==> config.mk <==
export PLATFORM = sky130hd
export DESIGN_NAME = serial_peripheral_ctrl_status
export DESIGN_NICKNAME = d
export VERILOG_FILES = /design/src/rtl/spi_ctrl_pkg.sv /design/src/rtl/serial_peripheral_ctrl_status.sv
export SDC_FILE = /design/constraint.sdc
export NUM_CORES = 1
export LEC_CHECK = 0
export BUFFER_PORTS_ARGS = -buffer_cell sky130_fd_sc_hd__buf_2
export CAP_MARGIN = 10
export CORE_ASPECT_RATIO = 0.7
export CORE_MARGIN = 2
export CORE_UTILIZATION = 30
export CTS_CLUSTER_SIZE = 28
export DETAILED_ROUTE_END_ITERATION = 16
export GPL_TIMING_DRIVEN = 0
export PLACE_DENSITY_LB_ADDON = 0.25
export SETUP_SLACK_MARGIN = 0.3
export SLEW_MARGIN = 20
export SYNTH_ARGS = -nofsm -noshare
export SYNTH_HDL_FRONTEND = slang
export SYNTH_SLANG_ARGS = --single-unit
==> constraint.sdc <==
create_clock -name ref_clk -period 3.9 [get_ports ref_clk]
set_clock_uncertainty 0.05 [all_clocks]
set_input_delay 0.585 -clock ref_clk [delete_from_list [all_inputs] [get_ports ref_clk]]
set_output_delay 0.585 -clock ref_clk [all_outputs]
set_load 0.005 [all_outputs]
==> src/rtl/spi_ctrl_pkg.sv <==
// Constants and types shared by the serial peripheral control block
package spi_ctrl_pkg;
    // Register word addresses on the plain register port
    localparam logic [1:0] ADDR_CONTROL = 2'h0;
    localparam logic [1:0] ADDR_STATUS = 2'h1;
    localparam logic [1:0] ADDR_DATA = 2'h2;
    localparam logic [1:0] ADDR_MASK = 2'h3;
    // Control field positions
    localparam int CTL_IRQ_EN = 7;
    localparam int CTL_ENABLE = 6;
    localparam int CTL_RATE_HIGH = 5;
    localparam int CTL_ROLE = 4;
    localparam int CTL_IDLE = 3;
    localparam int CTL_PHASE = 2;
    // Status field positions
    localparam int ST_DONE = 7;
    localparam int ST_COLL = 6;
    localparam int ST_FAULT = 4;
    // Reset values
    localparam logic [7:0] CONTROL_RESET = 8'h00;
    localparam logic [7:0] STATUS_RESET = 8'h00;
    localparam logic [7:0] MASK_RESET = 8'h00;
    // Master half-period is 2 << rate code reference cycles
    localparam logic [7:0] HALF_BASE = 8'h02;
    localparam logic [2:0] BIT_LAST = 3'h7;

    typedef enum logic [1:0] {
        ST_IDLE = 2'b00,
        ST_LEAD = 2'b01,
        ST_TRAIL = 2'b11
    } xfer_state_t;
endpackage

==> src/rtl/serial_peripheral_ctrl_status.sv <==
// Serial peripheral: control/status registers, master clock generator and shifter
//
// Added by the designer: the address map and the plain strobed port.
`timescale 1ns/10ps

// How it works
// - Control bit 4 picks role: 0 slave, 1 master, software writable
// - In master role a low slave select clears role and sets mode fault
// - Master drives serial clock; data pin directions swap against slave role
// - Control bit 3 sets clock idle level: 0 low, 1 high
// - Idle level setting applies the same in master and slave role
// - Control bit 2: 0 capture on first edge, 1 on second edge
// - Control bits 1:0 with the high rate bit pick master clock rate
// - Low rate bits have no effect in slave role
module serial_peripheral_ctrl_status (
    input wire logic ref_clk,
    input wire logic rst,
    input wire logic [1:0] reg_addr,
    input wire logic [7:0] reg_wdata,
    input wire logic reg_write,
    input wire logic reg_read,
    output logic [7:0] reg_rdata,
    input wire logic sclk_in,
    output logic sclk_out,
    output logic sclk_oe,
    input wire logic mosi_in,
    output logic mosi_out,
    output logic mosi_oe,
    input wire logic miso_in,
    output logic miso_out,
    output logic miso_oe,
    input wire logic ss_n,
    output logic irq
);
    typedef spi_ctrl_pkg::xfer_state_t xfer_state_t_w;

    typedef struct packed {
        logic [7:0] control;
        logic [7:0] status;
        logic [7:0] mask;
        logic [7:0] shifter;
        logic [7:0] rx_data;
        logic [7:0] rdata;
        logic [2:0] bit_cnt;
        logic [7:0] div_cnt;
        xfer_state_t_w state;
        logic sampled;
        logic status_seen;
        logic [2:0] sclk_sync;
        logic [2:0] ss_sync;
        logic [2:0] mosi_sync;
        logic [2:0] miso_sync;
        logic sclk_prev;
        logic sclk_pin;
        logic irq;
        logic sclk_drive;
        logic miso_drive;
        logic [2:0] cap_dly;
        logic [2:0] end_dly;
    } state_t;

    state_t cur;
    state_t nxt;

    function automatic logic [7:0] half_period(input logic [2:0] code);
        logic [8:0] wide;
        // Reload one short: divider counts down to zero, so the slowest code still fits
        wide = {1'b0, spi_ctrl_pkg::HALF_BASE} << code;
        half_period = 8'(wide - 9'h001);
    endfunction

    logic master;
    logic enabled;
    logic idle_lvl;
    logic phase;
    logic ss_low;
    logic slave_sel;
    logic sclk_s;
    logic sclk_rise;
    logic sclk_fall;
    logic lead_edge;
    logic trail_edge;
    logic in_bit;
    logic tick;
    logic [2:0] rate_code;
    logic data_wr;
    logic data_acc;
    logic byte_done;
    logic busy;

    always_comb
    begin
        master = cur.control[spi_ctrl_pkg::CTL_ROLE];
        enabled = cur.control[spi_ctrl_pkg::CTL_ENABLE];
        idle_lvl = cur.control[spi_ctrl_pkg::CTL_IDLE];
        phase = cur.control[spi_ctrl_pkg::CTL_PHASE];
        // Change counts only when second and third stages agree
        ss_low = (cur.ss_sync[1] == cur.ss_sync[2]) ? ~cur.ss_sync[2] : 1'b0;
        slave_sel = ~cur.ss_sync[2] & ~cur.ss_sync[1];
        sclk_s = (cur.sclk_sync[1] == cur.sclk_sync[2]) ? cur.sclk_sync[2] : cur.sclk_prev;
        sclk_rise = sclk_s & ~cur.sclk_prev;
        sclk_fall = ~sclk_s & cur.sclk_prev;
        // Leading edge leaves idle level, whichever role
        lead_edge = idle_lvl ? sclk_fall : sclk_rise;
        trail_edge = idle_lvl ? sclk_rise : sclk_fall;
        in_bit = master ? cur.miso_sync[2] : cur.mosi_sync[2];
        rate_code = {cur.control[spi_ctrl_pkg::CTL_RATE_HIGH], cur.control[1:0]};
        tick = (cur.div_cnt == 8'h00);
        busy = cur.state != spi_ctrl_pkg::ST_IDLE || cur.end_dly != 3'h0;
        data_wr = reg_write && reg_addr == spi_ctrl_pkg::ADDR_DATA;
        data_acc = (reg_write || reg_read) && reg_addr == spi_ctrl_pkg::ADDR_DATA;
        byte_done = 1'b0;

        nxt = cur;
        nxt.sclk_sync = {cur.sclk_sync[1:0], sclk_in};
        nxt.ss_sync = {cur.ss_sync[1:0], ss_n};
        nxt.mosi_sync = {cur.mosi_sync[1:0], mosi_in};
        nxt.miso_sync = {cur.miso_sync[1:0], miso_in};
        nxt.sclk_prev = sclk_s;
        nxt.cap_dly = {cur.cap_dly[1:0], 1'b0};
        nxt.end_dly = {cur.end_dly[1:0], 1'b0};
        // Master samples three cycles late to match the input synchroniser
        if (cur.cap_dly[2])
            nxt.rx_data = {cur.rx_data[6:0], cur.miso_sync[2]};
        // Done waits for the last late sample
        if (cur.end_dly[2])
            byte_done = 1'b1;

        // Transfer engine
        if (!enabled)
        begin
            nxt.state = spi_ctrl_pkg::ST_IDLE;
            nxt.sclk_pin = idle_lvl;
        end
        else if (master)
        begin
            // Low rate bits only feed the master divider
            if (cur.state != spi_ctrl_pkg::ST_IDLE)
            begin
                nxt.div_cnt = tick ? half_period(rate_code) : cur.div_cnt - 8'h01;
                if (tick)
                begin
                    nxt.sclk_pin = ~cur.sclk_pin;
                    if (cur.state == spi_ctrl_pkg::ST_LEAD)
                    begin
                        nxt.state = spi_ctrl_pkg::ST_TRAIL;
                        if (!phase)
                            nxt.cap_dly[0] = 1'b1;
                        else if (cur.bit_cnt != 3'h0)
                            nxt.shifter = {cur.shifter[6:0], 1'b0}; // First bit already on the pin
                    end
                    else
                    begin
                        if (phase)
                            nxt.cap_dly[0] = 1'b1;
                        else
                            nxt.shifter = {cur.shifter[6:0], 1'b0};
                        nxt.bit_cnt = cur.bit_cnt + 3'h1;
                        if (cur.bit_cnt == spi_ctrl_pkg::BIT_LAST)
                        begin
                            nxt.state = spi_ctrl_pkg::ST_IDLE;
                            nxt.end_dly[0] = 1'b1;
                        end
                        else
                            nxt.state = spi_ctrl_pkg::ST_LEAD;
                    end
                end
            end
            else
                nxt.sclk_pin = idle_lvl;
        end
        else if (slave_sel)
        begin
            if (lead_edge)
            begin
                if (!phase)
                    nxt.rx_data = {cur.rx_data[6:0], in_bit};
                else if (cur.sampled)
                    nxt.shifter = {cur.shifter[6:0], 1'b0};
                nxt.sampled = 1'b1;
                nxt.state = spi_ctrl_pkg::ST_TRAIL;
            end
            if (trail_edge)
            begin
                if (phase)
                    nxt.rx_data = {cur.rx_data[6:0], in_bit};
                else
                    nxt.shifter = {cur.shifter[6:0], 1'b0};
                nxt.bit_cnt = cur.bit_cnt + 3'h1;
                nxt.state = spi_ctrl_pkg::ST_LEAD;
                if (cur.bit_cnt == spi_ctrl_pkg::BIT_LAST)
                begin
                    nxt.state = spi_ctrl_pkg::ST_IDLE;
                    nxt.sampled = 1'b0;
                    byte_done = 1'b1;
                end
            end
        end
        else
        begin
            // Deselect aborts any partial byte
            nxt.state = spi_ctrl_pkg::ST_IDLE;
            nxt.bit_cnt = 3'h0;
            nxt.sampled = 1'b0;
        end

        // Mode fault: losing the bus while master
        if (master && ss_low)
        begin
            nxt.control[spi_ctrl_pkg::CTL_ROLE] = 1'b0;
            nxt.status[spi_ctrl_pkg::ST_FAULT] = 1'b1;
            nxt.state = spi_ctrl_pkg::ST_IDLE;
            nxt.sclk_pin = idle_lvl;
        end

        // Register writes
        if (reg_write)
        begin
            unique case (reg_addr)
                spi_ctrl_pkg::ADDR_CONTROL:
                begin
                    nxt.control = reg_wdata;
                    if (master && ss_low)
                        nxt.control[spi_ctrl_pkg::CTL_ROLE] = 1'b0;
                end
                spi_ctrl_pkg::ADDR_MASK: nxt.mask = reg_wdata;
                spi_ctrl_pkg::ADDR_DATA:
                begin
                    if (cur.status[spi_ctrl_pkg::ST_DONE] && !cur.status_seen)
                        nxt.shifter = cur.shifter; // Inhibited until status read
                    else if (busy || (!master && cur.sampled))
                        nxt.status[spi_ctrl_pkg::ST_COLL] = 1'b1;
                    else
                    begin
                        nxt.shifter = reg_wdata;
                        nxt.bit_cnt = 3'h0;
                        if (master && enabled)
                        begin
                            nxt.state = spi_ctrl_pkg::ST_LEAD;
                            nxt.div_cnt = half_period(rate_code);
                        end
                    end
                end
                default: ;
            endcase
        end

        // Register reads; status read clears the sticky error bits
        nxt.rdata = 8'h00;
        if (reg_read)
        begin
            unique case (reg_addr)
                spi_ctrl_pkg::ADDR_CONTROL: nxt.rdata = cur.control;
                spi_ctrl_pkg::ADDR_STATUS:
                begin
                    nxt.rdata = cur.status;
                    nxt.status_seen = cur.status[spi_ctrl_pkg::ST_DONE];
                    nxt.status[spi_ctrl_pkg::ST_FAULT] = 1'b0;
                    nxt.status[spi_ctrl_pkg::ST_COLL] = 1'b0;
                end
                spi_ctrl_pkg::ADDR_DATA: nxt.rdata = cur.rx_data;
                spi_ctrl_pkg::ADDR_MASK: nxt.rdata = cur.mask;
            endcase
        end

        // Two-step clear of done flag
        if (data_acc && cur.status_seen)
        begin
            nxt.status[spi_ctrl_pkg::ST_DONE] = 1'b0;
            nxt.status_seen = 1'b0;
        end
        // New events win over a clear in the same cycle
        if (byte_done)
            nxt.status[spi_ctrl_pkg::ST_DONE] = 1'b1;
        if (master && ss_low)
            nxt.status[spi_ctrl_pkg::ST_FAULT] = 1'b1;
        if (data_wr && busy)
            nxt.status[spi_ctrl_pkg::ST_COLL] = 1'b1;

        nxt.irq = |(nxt.status & nxt.mask) ||
            (nxt.control[spi_ctrl_pkg::CTL_IRQ_EN] && nxt.status[spi_ctrl_pkg::ST_DONE]);

        // Pin directions registered so each enable leaves a flop
        nxt.sclk_drive = nxt.control[spi_ctrl_pkg::CTL_ROLE] & nxt.control[spi_ctrl_pkg::CTL_ENABLE];
        nxt.miso_drive = ~nxt.control[spi_ctrl_pkg::CTL_ROLE] & nxt.control[spi_ctrl_pkg::CTL_ENABLE]
            & ~nxt.ss_sync[2];

        if (rst)
        begin
            nxt = '0;
            nxt.control = spi_ctrl_pkg::CONTROL_RESET;
            nxt.status = spi_ctrl_pkg::STATUS_RESET;
            nxt.mask = spi_ctrl_pkg::MASK_RESET;
            nxt.state = spi_ctrl_pkg::ST_IDLE;
            nxt.ss_sync = 3'h7;
        end
    end

    always_ff @(posedge ref_clk)
    begin
        cur <= nxt;
    end

    // Every output comes straight from the registered state
    always_comb
    begin
        reg_rdata = cur.rdata;
        irq = cur.irq;
        sclk_out = cur.sclk_pin;
        sclk_oe = cur.sclk_drive;
        mosi_out = cur.shifter[7];
        mosi_oe = cur.sclk_drive;
        miso_out = cur.shifter[7];
        miso_oe = cur.miso_drive;
    end
endmodule // serial_peripheral_ctrl_status

==> run metrics <==
status=finished, final reports clean; CTS Buffer Depth=2; max cap viols=0; Worst Path Required=roughly 4.1 ns; Area Overhead vs Synth=16.8%; worst slack, placed=1.32 ns; DIE AREA=0.0135 mm^2; Non-Filler Instances=between 600 and 700; # IOs=33; routed wire length per instance=16.2 um; final-layout fill cell count=1296; max-slew violation count=0; Synth Net Count=449; NetSw=0.000424 W; Placed Instances=618; Synth Area in Simple Gates=0.227; setup slack after layout=1.18 ns; cts repair resizes=0; fraction of registers with async set or reset after synthesis=0; slowest CP cell=nor3_1; register area share after synthesis=0.430; clock period minus worst slack=2.72 ns; Congestion Overflow GR=0; gr usage total=0.159; Synth Area in XOR/XNOR=0.00929; Comb pwr share=0.059; CORE AREA=0.0123 mm^2; Final #Nets=489; Post-DRT Antenna Nets=0; drt initial violations=257; worst hold margin=between 0.3 and 0.4 ns; Setup violations, final=0; total of warnings raised by yosys=0; Worst-Margin Slew=1.09 ns; CP endpoint kind=flip-flop; register bit total from synthesis=81; P_leak=between 1.5 and 2 nW; n_diodes=0; Slew Limit Headroom=0.268; ys flop type=dfxtp_1; min-delay worst type=reg -> reg; Crit path arrival time=2.91 ns; drt first pass iters=4; pin count of the biggest net entering global routing=15; remaining routing DRC violations=0; routability cong.=0.890; CP Launch Type=flip-flop; area share of fa/ha/maj cells after synthesis=0.0133; share of cells above drive strength 1=0.169; pwr/cell area=around 400 mW/mm^2; P_int=0.00133 W; Mapped Area=0.00377 mm^2; Cell Area, Placed=0.00412 mm^2; VDD IR max=0.000211 V; Yosys cell types=62; CP peak stage delay=0.92 ns; H-tree depth=3; # Post-CTS Setup Buffers=0; Area contributors post-synth=dfxtp_1 (43%), nand2_1 (4.6%), nor2_1 (3.7%), a21oi_1 (3.2%), mux2i_1 (2.9%); multiplexer share of the synthesized area=0.0680; clk root buf=clkbuf_16; Final Cycle Share=0.696; EDFF count, synth=0; area leader, netlist=dfxtp_1; hold buffers post-CTS=0; CP Max Fanout=9; Chip Height=between 90 and 100 um; row cnt=34; Flop pwr share=0.487; largest family of logic cells by synthesized area=simple AND/OR/NAND/NOR gates; TNS Setup=0 ns; synthesized netlist cell count=427; clock share of power=0.454; Clock transition at path regs=0.06 ns; sw frac=0.241; RSZ-0062 raised after global routing=no; first-pass GRT wire length=16800 um; design area=0.00440 mm^2; vias in the first global route=around 3200; TritonCTS clock tree=done; complex-gate fraction of the synthesized area=0.194; vias per cell=5.34; worst path cell trace=inv_1 > ha_1 > nor4b_1 > nand2_1 > nor3_1 > o2111ai_1 > and3_1; syn_area_per_cell=a little under 9 um^2; Total Wirelength=10300 um; total CTS buffers=9; vias post-DR=3385; Initial Util=0.306; final hold violations=0; Clock Sink Count=81; share of the synthesized area in the top cell type=0.430; IO buf count=29; Crit Path Class=reg -> reg; Chip Width=approximately 140 um; initial antenna violation count=0; HPWL after DPL=about 7700 um; Worst-Skew Late Latency=0.34 ns; f_max=approximately 370 MHz
==> cells in the final DEF, fill, tap and decap left out, types with 9 or more instances in the layout <==
cell	instances
a21oi_1	24
nor3_1	12
o31ai_1	11
nor2_1	37
nor2b_1	17
nand2_1	46
a22oi_1	9
o21ai_0	17
mux2i_1	11
buf_2	30
inv_1	12
buf_4	10
dfxtp_1	81
clkbuf_1	22
a31oi_1	9
clkbuf_16	9
==> sequential cells by signal, indices dropped and copies added, names as in the netlist <==
signal	flops
mosi_oe	1
cur	68
reg_rdata	8
miso_out	1
sclk_out	1
irq	1
miso_oe	1
==> cells in the mapped netlist, types with 5 or more instances <==
cell and n:
clkbuf_1 21, nor3_1 12, buf_4 10, mux2_2 7
and3_1 5, nor2b_1 17, nor2_1 37, mux2i_1 11
nand2_1 46, o31ai_1 11, inv_1 12, nand3_1 8
o221ai_1 6, a21oi_1 24, dfxtp_1 81, a22oi_1 9
a31oi_1 9, or3_1 7, nor4_1 5, o21ai_0 17
==> power by group through the flow <==
| stage | clock (W) | sequential (W) | combinational (W) |
|---|---|---|---|
| 2_1_floorplan | 0 | 0.000870 | 0.0000644 |
| 3_3_place_gp | 0 | 0.000873 | 0.000101 |
| 3_5_place_dp | 0 | 0.000873 | 0.000102 |
| 4_1_cts | 0.000819 | 0.000855 | 0.000103 |
| 5_1_grt | 0.000850 | 0.000857 | 0.000115 |
| 6_report | 0.000797 | 0.000855 | 0.000103 |
==> layer usage <==
layer | routed length (um) | share of wire | track usage
met1 | 5220 | 0.51 | 0.231
met2 | 4110 | 0.40 | 0.224
met3 | 730 | 0.071 | 0.0427
met4 | 218 | 0.021 | 0.0604
met5 | 0 | 0 | 0
==> critical path: cells and delay by family (launching register included) <==
family,cells,cell delay [ns]
AO/OA/AOI/OAI,1,0.15
adder cells (fa/ha/maj),1,0.18
buffers and inverters,1,0.08
flip-flops,1,0.33
AND/OR/NAND/NOR,4,1.82
==> cell type report <==
class / count / area (um^2) / area share
well taps: 162 / 203 / 0.0460
multi-input cells: 300 / 1930 / 0.438
repair buffers: 29 / 145 / 0.0330
plain buffers: 34 / 174 / 0.0395
flip-flops and latches: 81 / 1620 / 0.368
clock buffers: 11 / 243 / 0.0551
inverters: 12 / 45.0 / 0.0102
clock inverters: 5 / 41.3 / 0.00938
==> final timing paths <==
| check | from | endpoint | slack [ns] | cells after the start |
|---|---|---|---|---|
| max | cur[27] | cur[55] | 1.18 | 7 |
| min | cur[17] | cur[18] | 0.37 | 1 |
| max reg2reg | cur[27] | cur[55] | 1.18 | 7 |
| min reg2reg | cur[17] | cur[18] | 0.37 | 1 |
==> per-stage QoR <==
step | util | total power (W)
5_1_grt | 0.357 | 0.00182
3_5_place_dp | 0.334 | 0.000976
6_report | 0.357 | 0.00176
4_1_cts | 0.357 | 0.00178
3_3_place_gp | 0.334 | 0.000974
2_1_floorplan | - | 0.000934
==> cell families (layout without fill, tap and decap cells) <==
| kind of cell | after synthesis | count (layout) |
|---|---|---|
| adder cells (fa/ha/maj) | 4 | 4 |
| multiplexers | 21 | 21 |
| XOR/XNOR | 4 | 4 |
| flip-flops | 81 | 81 |
| AO/OA/AOI/OAI | 105 | 105 |
| AND/OR/NAND/NOR | 166 | 166 |
| buffers and inverters | 46 | 91 |
No activity file was read; power rests on OpenSTA's default activity.
